--- config.mk ---
export PLATFORM = sky130hd
export DESIGN_NAME = wesr_wake_controller
export DESIGN_NICKNAME = d
export VERILOG_FILES = /design/src/wesr_pkg.sv /design/src/wesr_sync_edge.sv /design/src/wesr_irq_combine.sv /design/src/wesr_wake_controller.sv
export SDC_FILE = /design/constraint.sdc
export NUM_CORES = 1
export LEC_CHECK = 0
export BUFFER_PORTS_ARGS = -buffer_cell sky130_fd_sc_hd__buf_2
export CORE_ASPECT_RATIO = 0.7
export CORE_MARGIN = 5
export CORE_UTILIZATION = 36
export DETAILED_ROUTE_END_ITERATION = 10
export GPL_TIMING_DRIVEN = 0
export PLACE_DENSITY = 0.64
export SLEW_MARGIN = 5
export SYNTH_ARGS = -nofsm -noshare
export SYNTH_HDL_FRONTEND = slang
export SYNTH_SLANG_ARGS = --single-unit
--- constraint.sdc ---
create_clock -name clk_i -period 2.6 [get_ports clk_i]
set_input_delay 0.13 -clock clk_i [delete_from_list [all_inputs] [get_ports clk_i]]
set_output_delay 0.13 -clock clk_i [all_outputs]
set_load 0.02 [all_outputs]
--- src/wesr_pkg.sv ---
// Package of the wake event status router: register map, field positions, reset values.
// Assumes a single 50 MHz core clock and a plain strobe register port.
package wesr_pkg;

  // ---------------------------------------------------------------------------
  // Register offsets
  // ---------------------------------------------------------------------------
  localparam logic [3:0] ADDR_HOST_STATUS = 4'h0;
  localparam logic [3:0] ADDR_HOST_ROUTE_PWR = 4'h1;
  localparam logic [3:0] ADDR_HOST_ROUTE_SMI = 4'h2;
  localparam logic [3:0] ADDR_HOST_ROUTE_IRQ = 4'h3;
  localparam logic [3:0] ADDR_CORE_STATUS = 4'h4;
  localparam logic [3:0] ADDR_CORE_ROUTE = 4'h5;
  localparam logic [3:0] ADDR_CONTROL1 = 4'h6;
  localparam logic [3:0] ADDR_DEV_WAKE_EN = 4'h7;
  localparam logic [3:0] ADDR_PIN_LEVELS = 4'h8;

  // ---------------------------------------------------------------------------
  // Field positions in the event status, control and device wake enable bytes
  // ---------------------------------------------------------------------------
  localparam int EV_SW = 0;
  localparam int EV_RING1 = 1;
  localparam int EV_RING2 = 2;
  localparam int EV_MOD_IRQ = 7;
  localparam int EV_W = 8;
  localparam int CTL_SW_CORE_MODE = 0;
  localparam int DEV_IRQ_WAKE_BIT = 4;
  localparam logic [7:0] DEV_IRQ_CFG_INDEX = 8'h70;

  // ---------------------------------------------------------------------------
  // Reset values and masks
  // ---------------------------------------------------------------------------
  localparam logic [EV_W-1:0] EV_RST = 8'h00;
  localparam logic [EV_W-1:0] EV_IMPL = 8'h87;
  localparam logic [7:0] CTL_RST = 8'h00;

  // ---------------------------------------------------------------------------
  // Carriers
  // ---------------------------------------------------------------------------
  typedef struct packed {
    logic power_up_request;
    logic smi;
    logic host_irq;
    logic core_wake_interrupt;
  } wesr_out_t;

  typedef struct packed {
    logic [3:0] addr;
    logic [7:0] wdata;
    logic wr;
    logic rd;
  } wesr_bus_t;

endpackage

--- src/wesr_sync_edge.sv ---
// Two-flop synchroniser followed by a falling or rising edge detector.
// Assumes the input is asynchronous and the clock runs freely while detecting.
`timescale 1ns/1ps
module wesr_sync_edge #(
  parameter bit FALLING = 1'b1
) (
  // Clock and reset
  input wire logic clk_i,
  input wire logic sys_rst_i,
  // Signal
  input wire logic async_i,
  output logic edge_o
);
  logic meta;
  logic sync;
  logic prev;
  logic next_meta;
  logic next_sync;
  logic next_prev;

  always_comb begin
    next_meta = async_i;
    next_sync = meta;
    next_prev = sync;
  end

  // Reset level is the idle level so no edge is seen at release.
  always_ff @(posedge clk_i or posedge sys_rst_i) begin
    if (sys_rst_i) begin
      meta <= FALLING;
      sync <= FALLING;
      prev <= FALLING;
    end else begin
      meta <= next_meta;
      sync <= next_sync;
      prev <= next_prev;
    end
  end

  assign edge_o = FALLING ? (prev & ~sync) : (~prev & sync); // RULE21

endmodule // wesr_sync_edge

--- src/wesr_irq_combine.sv ---
// Combines logical-device interrupts gated by their wake-on-interrupt enables.
// Assumes device interrupts are active high and asynchronous.
`timescale 1ns/1ps
module wesr_irq_combine #(
  parameter int N_DEV = 3
) (
  // Device interrupts
  input wire logic [N_DEV-1:0] dev_irq_i,
  input wire logic [N_DEV-1:0] dev_wake_en_i,
  // Combined level
  output logic irq_any_o
);
  assign irq_any_o = |(dev_irq_i & dev_wake_en_i); // RULE12

endmodule // wesr_irq_combine

--- src/wesr_wake_controller.sv ---
// Functional notes
// (RULE1) Any detected event sets its host and core status bits, ignoring routing.
// (RULE2) Output asserts while an event's status and its routing enable are both set.
// (RULE3) Writing 1 clears a status bit; writing 0 leaves it.
// (RULE4) Clearing a routing enable stops the output but keeps the status bit.
// (RULE5) The core has its own mask selecting which status bits it answers.
// (RULE6) Software event is active per side while that side's status bit is set.
// (RULE7) Writing 1 to clear host software bit sets it; writing 1 when set clears.
// (RULE8) Host reaches host status only with main power; core always can.
// (RULE9) Core mode 0: core bit sets on host 0-to-1; mode 1: any write 1.
// (RULE10) Core software status clears by writing 1, independent of host bit.
// (RULE11) Module interrupt wake event is taken on the leading edge only.
// (RULE12) Per-device wake-on-interrupt enable; event is the OR of enabled interrupts.
// (RULE13) Module interrupt event sets bit 7; power-up request held till cleared.
// (RULE14) Falling edges on either modem ring input are wake events.
// (RULE15) Four outputs: power-up request, SMI, host interrupt, core interrupt.
// (RULE16) Clocked detection is inactive while the core clock is stopped.
// (RULE17) Software should handle each wake source in exactly one handler.
// (RULE18) Three host routing enable sets steer to power-up, SMI and interrupt.
// (RULE19) Outputs stay active until all feeding status bits are cleared or masked.
// (RULE20) Core wake interrupt is level high gathering enabled core status bits.
// (RULE21) Asynchronous inputs are synchronised before edge detection.
//
// Top of the wake controller: status, routing and outputs.
// Assumes one 50 MHz clock, a synchronous strobe register port and async event pins.
//
// Added by the designer: the placing of the registers and the plain strobed port.
`timescale 1ns/1ps
module wesr_wake_controller #(
  parameter int N_DEV = 3
) (
  // Clock and reset
  input wire logic clk_i,
  input wire logic sys_rst_i,
  // Register port
  input wire logic [3:0] reg_addr_i,
  input wire logic [7:0] reg_wdata_i,
  input wire logic reg_wr_i,
  input wire logic reg_rd_i,
  input wire logic reg_host_i,
  output logic [7:0] reg_rdata_o,
  // Power
  input wire logic main_pwr_i,
  // Event inputs
  input wire logic modem_ring_in1_n_i,
  input wire logic modem_ring_in2_n_i,
  input wire logic [N_DEV-1:0] dev_irq_i,
  // Output events
  output logic power_up_request_o,
  output logic smi_o,
  output logic host_irq_o,
  output logic core_wake_interrupt_o
);

  // ---------------------------------------------------------------------------
  // State
  // ---------------------------------------------------------------------------
  logic [7:0] host_wake_status0;
  logic [7:0] core_wake_status0;
  logic [7:0] host_wake_route_pwr;
  logic [7:0] host_wake_route_smi;
  logic [7:0] host_wake_route_irq;
  logic [7:0] core_wake_route_enable;
  logic [7:0] wake_control1;
  logic [N_DEV-1:0] dev_wake_en;
  logic [7:0] rdata;
  wesr_pkg::wesr_out_t outs;

  logic [7:0] next_host_wake_status0;
  logic [7:0] next_core_wake_status0;
  logic [7:0] next_host_wake_route_pwr;
  logic [7:0] next_host_wake_route_smi;
  logic [7:0] next_host_wake_route_irq;
  logic [7:0] next_core_wake_route_enable;
  logic [7:0] next_wake_control1;
  logic [N_DEV-1:0] next_dev_wake_en;
  logic [7:0] next_rdata;
  wesr_pkg::wesr_out_t next_outs;

  // ---------------------------------------------------------------------------
  // Event detection
  // ---------------------------------------------------------------------------
  logic ring1_edge;
  logic ring2_edge;
  logic irq_any;
  logic irq_edge;

  wesr_sync_edge #(.FALLING(1'b1)) u_ring1 (
    .clk_i(clk_i),
    .sys_rst_i(sys_rst_i),
    .async_i(modem_ring_in1_n_i),
    .edge_o(ring1_edge)
  );

  wesr_sync_edge #(.FALLING(1'b1)) u_ring2 (
    .clk_i(clk_i),
    .sys_rst_i(sys_rst_i),
    .async_i(modem_ring_in2_n_i),
    .edge_o(ring2_edge)
  );

  wesr_irq_combine #(.N_DEV(N_DEV)) u_irq (
    .dev_irq_i(dev_irq_i),
    .dev_wake_en_i(dev_wake_en),
    .irq_any_o(irq_any)
  );

  wesr_sync_edge #(.FALLING(1'b0)) u_irq_edge (
    .clk_i(clk_i),
    .sys_rst_i(sys_rst_i),
    .async_i(irq_any),
    .edge_o(irq_edge) // RULE11
  );

  // ---------------------------------------------------------------------------
  // Register access decode
  // ---------------------------------------------------------------------------
  logic host_blocked;
  logic wr_host_sts;
  logic wr_core_sts;
  logic [7:0] hw_set;
  logic sw_host_set;
  logic sw_host_clr;
  logic sw_core_set;

  // Host-side accesses are dropped while main power is absent.
  assign host_blocked = reg_host_i & ~main_pwr_i; // RULE8
  assign wr_host_sts = reg_wr_i & ~host_blocked & (reg_addr_i == wesr_pkg::ADDR_HOST_STATUS);
  assign wr_core_sts = reg_wr_i & ~host_blocked & (reg_addr_i == wesr_pkg::ADDR_CORE_STATUS);

  // Hardware events; detection only advances on clock edges.
  always_comb begin
    hw_set = 8'h00; // RULE16
    hw_set[wesr_pkg::EV_RING1] = ring1_edge; // RULE14
    hw_set[wesr_pkg::EV_RING2] = ring2_edge; // RULE14
    hw_set[wesr_pkg::EV_MOD_IRQ] = irq_edge; // RULE13
  end

  // Host software event toggles on a write of 1; the core event only sets.
  assign sw_host_set = wr_host_sts & reg_wdata_i[wesr_pkg::EV_SW] &
                       ~host_wake_status0[wesr_pkg::EV_SW]; // RULE7
  assign sw_host_clr = wr_host_sts & reg_wdata_i[wesr_pkg::EV_SW] &
                       host_wake_status0[wesr_pkg::EV_SW]; // RULE7
  assign sw_core_set = wake_control1[wesr_pkg::CTL_SW_CORE_MODE] ?
                       (wr_host_sts & reg_wdata_i[wesr_pkg::EV_SW]) : sw_host_set; // RULE9

  // ---------------------------------------------------------------------------
  // Status and configuration next values
  // ---------------------------------------------------------------------------
  logic [7:0] host_clr;
  logic [7:0] core_clr;

  always_comb begin
    host_clr = wr_host_sts ? reg_wdata_i : 8'h00; // RULE3
    core_clr = wr_core_sts ? reg_wdata_i : 8'h00; // RULE10
    host_clr[wesr_pkg::EV_SW] = sw_host_clr;
    next_host_wake_status0 = host_wake_status0 & ~host_clr;
    next_core_wake_status0 = core_wake_status0 & ~core_clr;
    // Sets win over clears in the same cycle.
    next_host_wake_status0 = (next_host_wake_status0 | hw_set) & wesr_pkg::EV_IMPL; // RULE1
    next_core_wake_status0 = (next_core_wake_status0 | hw_set) & wesr_pkg::EV_IMPL; // RULE1
    next_host_wake_status0[wesr_pkg::EV_SW] = next_host_wake_status0[wesr_pkg::EV_SW] |
                                              sw_host_set; // RULE6
    next_core_wake_status0[wesr_pkg::EV_SW] = next_core_wake_status0[wesr_pkg::EV_SW] |
                                              sw_core_set; // RULE6
    next_host_wake_route_pwr = host_wake_route_pwr;
    next_host_wake_route_smi = host_wake_route_smi;
    next_host_wake_route_irq = host_wake_route_irq;
    next_core_wake_route_enable = core_wake_route_enable;
    next_wake_control1 = wake_control1;
    next_dev_wake_en = dev_wake_en;
    if (reg_wr_i && !host_blocked) begin
      case (reg_addr_i)
        wesr_pkg::ADDR_HOST_ROUTE_PWR: next_host_wake_route_pwr = reg_wdata_i; // RULE18
        wesr_pkg::ADDR_HOST_ROUTE_SMI: next_host_wake_route_smi = reg_wdata_i; // RULE18
        wesr_pkg::ADDR_HOST_ROUTE_IRQ: next_host_wake_route_irq = reg_wdata_i; // RULE18
        wesr_pkg::ADDR_CORE_ROUTE: next_core_wake_route_enable = reg_wdata_i; // RULE5
        wesr_pkg::ADDR_CONTROL1: next_wake_control1 = reg_wdata_i;
        wesr_pkg::ADDR_DEV_WAKE_EN: begin
          for (int i = 0; i < N_DEV; i++) begin
            next_dev_wake_en[i] = reg_wdata_i[wesr_pkg::DEV_IRQ_WAKE_BIT] ?
                                  reg_wdata_i[i] : 1'b0; // RULE12
          end
        end
        default: begin
        end
      endcase
    end
  end

  // ---------------------------------------------------------------------------
  // Outputs and read data
  // ---------------------------------------------------------------------------
  always_comb begin
    // Outputs follow status AND enable, so they hold until cleared or masked.
    next_outs.power_up_request = |(next_host_wake_status0 & next_host_wake_route_pwr); // RULE2
    next_outs.smi = |(next_host_wake_status0 & next_host_wake_route_smi); // RULE4
    next_outs.host_irq = |(next_host_wake_status0 & next_host_wake_route_irq); // RULE19
    next_outs.core_wake_interrupt =
      |(next_core_wake_status0 & next_core_wake_route_enable); // RULE20
    next_rdata = 8'h00;
    if (reg_rd_i && !host_blocked) begin
      case (reg_addr_i)
        wesr_pkg::ADDR_HOST_STATUS: next_rdata = host_wake_status0;
        wesr_pkg::ADDR_HOST_ROUTE_PWR: next_rdata = host_wake_route_pwr;
        wesr_pkg::ADDR_HOST_ROUTE_SMI: next_rdata = host_wake_route_smi;
        wesr_pkg::ADDR_HOST_ROUTE_IRQ: next_rdata = host_wake_route_irq;
        wesr_pkg::ADDR_CORE_STATUS: next_rdata = core_wake_status0;
        wesr_pkg::ADDR_CORE_ROUTE: next_rdata = core_wake_route_enable;
        wesr_pkg::ADDR_CONTROL1: next_rdata = wake_control1;
        wesr_pkg::ADDR_DEV_WAKE_EN: next_rdata = 8'(dev_wake_en);
        wesr_pkg::ADDR_PIN_LEVELS: next_rdata = {5'h00, irq_any, modem_ring_in2_n_i,
                                                 modem_ring_in1_n_i};
        default: next_rdata = 8'h00;
      endcase
    end
  end

  always_ff @(posedge clk_i or posedge sys_rst_i) begin
    if (sys_rst_i) begin
      host_wake_status0 <= wesr_pkg::EV_RST;
      core_wake_status0 <= wesr_pkg::EV_RST;
      host_wake_route_pwr <= wesr_pkg::EV_RST;
      host_wake_route_smi <= wesr_pkg::EV_RST;
      host_wake_route_irq <= wesr_pkg::EV_RST;
      core_wake_route_enable <= wesr_pkg::EV_RST;
      wake_control1 <= wesr_pkg::CTL_RST;
      dev_wake_en <= '0;
      rdata <= 8'h00;
      outs <= '0;
    end else begin
      host_wake_status0 <= next_host_wake_status0;
      core_wake_status0 <= next_core_wake_status0;
      host_wake_route_pwr <= next_host_wake_route_pwr;
      host_wake_route_smi <= next_host_wake_route_smi;
      host_wake_route_irq <= next_host_wake_route_irq;
      core_wake_route_enable <= next_core_wake_route_enable;
      wake_control1 <= next_wake_control1;
      dev_wake_en <= next_dev_wake_en;
      rdata <= next_rdata;
      outs <= next_outs;
    end
  end

  assign reg_rdata_o = rdata;
  assign power_up_request_o = outs.power_up_request; // RULE15
  assign smi_o = outs.smi; // RULE15
  assign host_irq_o = outs.host_irq; // RULE15
  assign core_wake_interrupt_o = outs.core_wake_interrupt; // RULE15

endmodule // wesr_wake_controller

==> impl_results.html <==
<table>
<tr><th>Metric</th><th>Value</th></tr>
<tr><th colspan="2">Setup path</th></tr>
<tr><td>R2R Path End</td><td>core_wake_interrupt_o$_DFF_PP0_</td></tr>
<tr><td>Endpoint type of the worst setup path</td><td>flop</td></tr>
<tr><td>Cell count along the critical path</td><td>6</td></tr>
<tr><td>Worst-case reg-to-reg path depth</td><td>4</td></tr>
<tr><td>Worst setup startpoint</td><td>reg_addr_i[3]</td></tr>
<tr><td>CP max FO</td><td>10</td></tr>
<tr><td>Capture point of the worst path</td><td>core_wake_interrupt_o$_DFF_PP0_</td></tr>
<tr><td>Critical path's top delay family</td><td>simple AND/OR/NAND/NOR gates</td></tr>
<tr><td>Required arrival time at the worst endpoint</td><td>~2.8 ns</td></tr>
<tr><td>Worst reg-to-reg setup slack</td><td>1.01 ns</td></tr>
<tr><td>Sequence of cells on the critical path</td><td>buf_2 &gt; buf_2 &gt; nor4b_1 &gt; a41oi_1 &gt; a311oi_1 &gt; o2111ai_1</td></tr>
<tr><td>Critical path's most frequent cell</td><td>sky130_fd_sc_hd__buf_2</td></tr>
<tr><td>Critical path buffers and inverters</td><td>2</td></tr>
<tr><td>Critical path type</td><td>primary input to flop</td></tr>
<tr><td>Stage delay of the slowest cell on the critical path</td><td>0.97 ns</td></tr>
<tr><td>Worst EP arrival</td><td>2.22 ns</td></tr>
<tr><td>Slowest-stage cell, CP</td><td>sky130_fd_sc_hd__nor4b_1</td></tr>
<tr><td>Launching element type of the critical path</td><td>primary input</td></tr>
<tr><td>Reg2Reg Launch Point</td><td>u_ring1.prev$_DFF_PP1_</td></tr>
<tr><th colspan="2">Logic synthesis</th></tr>
<tr><td>Register bit count reported by yosys</td><td>between 70 and 80</td></tr>
<tr><td>Cell area after synthesis</td><td>approximately 3300 µm²</td></tr>
<tr><td>Synth async-reset ratio</td><td>100%</td></tr>
<tr><td>Number of cells produced by synthesis</td><td>285</td></tr>
<tr><td>Dominant combinational cell family by area after synthesis</td><td>compound AO/OA/AOI/OAI gates</td></tr>
<tr><td>Mux cell area share after synthesis</td><td>10.2%</td></tr>
<tr><td>Synth Area per Inst</td><td>11.7 µm²</td></tr>
<tr><td>Library cells used by synthesis</td><td>42</td></tr>
<tr><td>Net count of the mapped netlist</td><td>309</td></tr>
<tr><td>Simple logic cell fraction of the synthesized area</td><td>14.7%</td></tr>
<tr><td>Complex-gate fraction of the synthesized area</td><td>16.1%</td></tr>
<tr><td>Part of the Yosys area used for sequential elements</td><td>about 54%</td></tr>
<tr><td>Predominant post-synthesis flop cell</td><td>sky130_fd_sc_hd__dfrtp_1</td></tr>
<tr><td>Xor/xnor cell area share of the yosys netlist</td><td>0%</td></tr>
<tr><td>Yosys warning count</td><td>0</td></tr>
<tr><td>Adder-cell share of the synthesized area</td><td>less than 1%</td></tr>
<tr><td>EDFF count, synth</td><td>0</td></tr>
<tr><th colspan="2">Final layout</th></tr>
<tr><td>Multi-input combinational cell area</td><td>1390 µm²</td></tr>
<tr><td>Syn-to-layout area delta</td><td>19.3%</td></tr>
<tr><td>Antenna diode count</td><td>0</td></tr>
<tr><td>Fillers</td><td>870</td></tr>
<tr><td>Combined flip-flop and latch cell area</td><td>~1800 µm²</td></tr>
<tr><td>Most frequent cells in the layout</td><td>sky130_fd_sc_hd__dfrtp_1, sky130_fd_sc_hd__buf_2, sky130_fd_sc_hd__mux2_2</td></tr>
<tr><td>Final std cells w/o fill</td><td>460</td></tr>
<tr><td>Most common cell after layout, fill and taps aside</td><td>sky130_fd_sc_hd__dfrtp_1</td></tr>
<tr><td>Layout cell share with drive strength beyond 1</td><td>between 20% and 30%</td></tr>
<tr><td>Nets</td><td>355</td></tr>
<tr><th colspan="2">Die</th></tr>
<tr><td>Floorplan die area</td><td>11300 µm²</td></tr>
<tr><td>Count of pins on the block boundary</td><td>35</td></tr>
<tr><td>Die width</td><td>125 µm</td></tr>
<tr><td>Die Height</td><td>90.5 µm</td></tr>
<tr><td>Effective utilization at floorplan</td><td>36.9%</td></tr>
<tr><td>Core Region</td><td>between 9000 and 10000 µm²</td></tr>
<tr><td>Site row count</td><td>29</td></tr>
<tr><th colspan="2">Placed design</th></tr>
<tr><td>Quantity of I/O buffers inserted on ports</td><td>31</td></tr>
<tr><td>Final RePlAce weighted congestion</td><td>approximately 0.8</td></tr>
<tr><td>Total half-perimeter wirelength after legalization and detailed placement</td><td>6270 µm</td></tr>
<tr><td>Worst setup slack before clock tree synthesis</td><td>roughly 0.29 ns</td></tr>
<tr><td>Count of placed standard cells including taps</td><td>441</td></tr>
<tr><th colspan="2">Job</th></tr>
<tr><td>Max Cap Viol</td><td>0</td></tr>
<tr><th colspan="2">Detailed routing</th></tr>
<tr><td>Post-detailed-route DRC marker count</td><td>0</td></tr>
<tr><td>Number of detailed-routing iterations run before antenna repair</td><td>5</td></tr>
<tr><td>Via-per-instance ratio</td><td>5.58</td></tr>
<tr><td>Post-DRT Antenna Nets</td><td>0</td></tr>
<tr><td>Routed via count</td><td>about 2600</td></tr>
<tr><td>Average detailed-routed wire length per instance</td><td>about 19 µm</td></tr>
<tr><td>Routed Wire Length</td><td>roughly 8800 µm</td></tr>
<tr><td>Initial DRC count</td><td>~260</td></tr>
<tr><th colspan="2">Clock tree</th></tr>
<tr><td>Clock Root Buffer</td><td>sky130_fd_sc_hd__clkbuf_16</td></tr>
<tr><td>CTS tree</td><td>done</td></tr>
<tr><td>TritonCTS buffer count</td><td>9</td></tr>
<tr><td>Number of buffers inserted for hold repair after clock tree synthesis</td><td>3</td></tr>
<tr><td>Source-to-sink clock delay at the later pin of the worst-skew pair</td><td>0.33 ns</td></tr>
<tr><td>Clock Sink Count</td><td>between 70 and 80</td></tr>
<tr><td>CTS H-tree lvls</td><td>3</td></tr>
<tr><td>Clock tree buffer depth</td><td>2</td></tr>
<tr><td>CTS clock-pin slew for the worst setup and hold paths</td><td>0.05 ns</td></tr>
<tr><td>PostCTS Resize Cnt</td><td>0</td></tr>
<tr><td>Post-CTS setup repair buffer count</td><td>0</td></tr>
<tr><th colspan="2">Timing</th></tr>
<tr><td>Fin. Hold Viols</td><td>0</td></tr>
<tr><td>Relative slew slack</td><td>between 10% and 20%</td></tr>
<tr><td>Sum of negative setup slack</td><td>0 ns</td></tr>
<tr><td>Final count of pins violating max slew</td><td>0</td></tr>
<tr><td>Worst clock skew</td><td>approximately 0.0040 ns</td></tr>
<tr><td>Worst Max-Slew Pin Slew</td><td>approximately 1.2 ns</td></tr>
<tr><td>Post-layout min period</td><td>2.03 ns</td></tr>
<tr><td>Crit path setup slack, layout</td><td>0.571 ns</td></tr>
<tr><td>Unrepaired setup endpoints after global routing</td><td>no</td></tr>
<tr><td>Tcrit/Tclk final</td><td>78.0%</td></tr>
<tr><td>Number of failing setup endpoints in the final timing report</td><td>0</td></tr>
<tr><td>Maximum achievable frequency</td><td>about 490 MHz</td></tr>
<tr><th colspan="2">Global route</th></tr>
<tr><td>Overflow left after global routing</td><td>0</td></tr>
<tr><td>Initial antenna violation count</td><td>0</td></tr>
<tr><td>Global-route wire length before repair</td><td>around 14000 µm</td></tr>
<tr><td>Largest net degree at the start of global routing</td><td>48</td></tr>
<tr><td>All-layer global routing usage</td><td>16.3%</td></tr>
<tr><td>Number of global-route vias before repair</td><td>2518</td></tr>
<tr><th colspan="2">Min path</th></tr>
<tr><td>Type of the worst min-delay path</td><td>primary input to flop</td></tr>
<tr><td>Min-Delay Path Depth</td><td>3</td></tr>
<tr><th colspan="2">Run status</th></tr>
<tr><td>Result of the run</td><td>complete, no violations</td></tr>
<tr><th colspan="2">Power and ir drop</th></tr>
<tr><td>Static leakage</td><td>1.78 nW</td></tr>
<tr><td>IR Drop Worst-Case VDD</td><td>between 0.3 and 0.4 mV</td></tr>
<tr><td>Power per cell area</td><td>773 nW/µm²</td></tr>
</table>
[logic make-up (layout without fill, tap and decap cells)]
kind of cell / after synthesis / count (layout)
DFF: 72 / 72
muxes: 31 / 31
adders and majority gates: 1 / 1
buffers and inverters: 33 / 84
and+or+nand+nor: 79 / 79
AOI/OAI and AO/OA: 69 / 69
[cell usage after synthesis, types with 5 or more instances]
cell type	count	area, µm²
sky130_fd_sc_hd__o31a_1	6	52.6
sky130_fd_sc_hd__a22oi_1	11	82.6
sky130_fd_sc_hd__nor2b_1	6	37.5
sky130_fd_sc_hd__a41oi_1	5	43.8
sky130_fd_sc_hd__or2_2	10	62.6
sky130_fd_sc_hd__nor4_1	7	43.8
sky130_fd_sc_hd__o22ai_1	6	37.5
sky130_fd_sc_hd__a31oi_1	8	50.1
sky130_fd_sc_hd__clkbuf_1	11	41.3
sky130_fd_sc_hd__nor2_1	5	18.8
sky130_fd_sc_hd__mux2_2	24	270
sky130_fd_sc_hd__nand2_1	21	78.8
sky130_fd_sc_hd__a222oi_1	6	60.1
sky130_fd_sc_hd__o31ai_1	7	52.6
sky130_fd_sc_hd__nand3_1	6	30.0
sky130_fd_sc_hd__nand4_1	7	43.8
sky130_fd_sc_hd__o2bb2ai_1	5	43.8
sky130_fd_sc_hd__dfstp_2	6	158
sky130_fd_sc_hd__inv_1	15	56.3
sky130_fd_sc_hd__dfrtp_1	66	1650
sky130_fd_sc_hd__mux2i_1	7	70.1
[state kept, by name (all words and copies together), names as in the netlist, 3 cells and up]
register and flops:
reg_rdata_o 8, host_wake_route_pwr 8, core_wake_status0 4, host_wake_status0 4, dev_wake_en 3, core_wake_route_enable 8
host_wake_route_irq 8, host_wake_route_smi 8, wake_control1 8
[stage by stage]
stage,hold slack (ns),power (W),area (µm²),util (%)
final,0.0813,0.00307,3980,44.0
after global routing,0.0632,0.00325,3980,44.0
after CTS,0.0651,0.00310,3980,44.0
after detailed placement,0.131,0.00199,3680,40.7
after global placement,0.261,0.00196,3640,40.3
after floorplan,0.134,0.00180,3330,-
[layout make-up]
type | instances | share of cell area (%)
Inverter | 16 | 1.57
Clock inverter | 4 | 0.503
Tap cell | 124 | 3.90
Buffer | 17 | 2.11
Clock buffer | 12 | 6.20
Multi-Input combinational cell | 180 | 34.9
Timing Repair Buffer | 35 | 5.35
Sequential cell | 72 | 45.5
[worst min path at each step]
| stage | from | end | slack [ns] |
|---|---|---|---|
| floorplan | modem_ring_in1_n_i | u_ring1.meta$_DFF_PP1_ | 0.13 |
| global placement | modem_ring_in2_n_i | u_ring2.meta$_DFF_PP1_ | 0.26 |
| detailed placement | sys_rst_i | wake_control1[4]$_DFFE_PP0P_ | 0.13 |
| CTS | dev_irq_i[2] | u_irq_edge.meta$_DFF_PP0_ | 0.07 |
| global route | dev_irq_i[2] | u_irq_edge.meta$_DFF_PP0_ | 0.06 |
| finish | dev_irq_i[2] | u_irq_edge.meta$_DFF_PP0_ | 0.08 |
[routing by layer]
metal | up-vias | global-route usage (%) | share of wire (%)
met4 | 0 | 4.60 | 1.2
met2 | 104 | 20.6 | 40
met3 | 9 | 6.50 | 8.4
met1 | 1275 | 25.1 | 50
li1 | 1181 | - | -
met5 | - | 0 | 0
[tightest hold or removal path: stages]
cell and delay, ns:
sky130_fd_sc_hd__buf_2 0.09, sky130_fd_sc_hd__nand2_1 0.05, sky130_fd_sc_hd__nand2_1 0.10
[power by group]
part / total, W / switching, W / internal [W] / leakage [nW]
clock: 0.00110 / 0.000431 / 0.000664 / 0.136
combinational: 0.000541 / 0.000300 / 0.000241 / 0.765
sequential: 0.00144 / 0.000105 / 0.00133 / 0.875
Power figures use the tool's default switching activity.
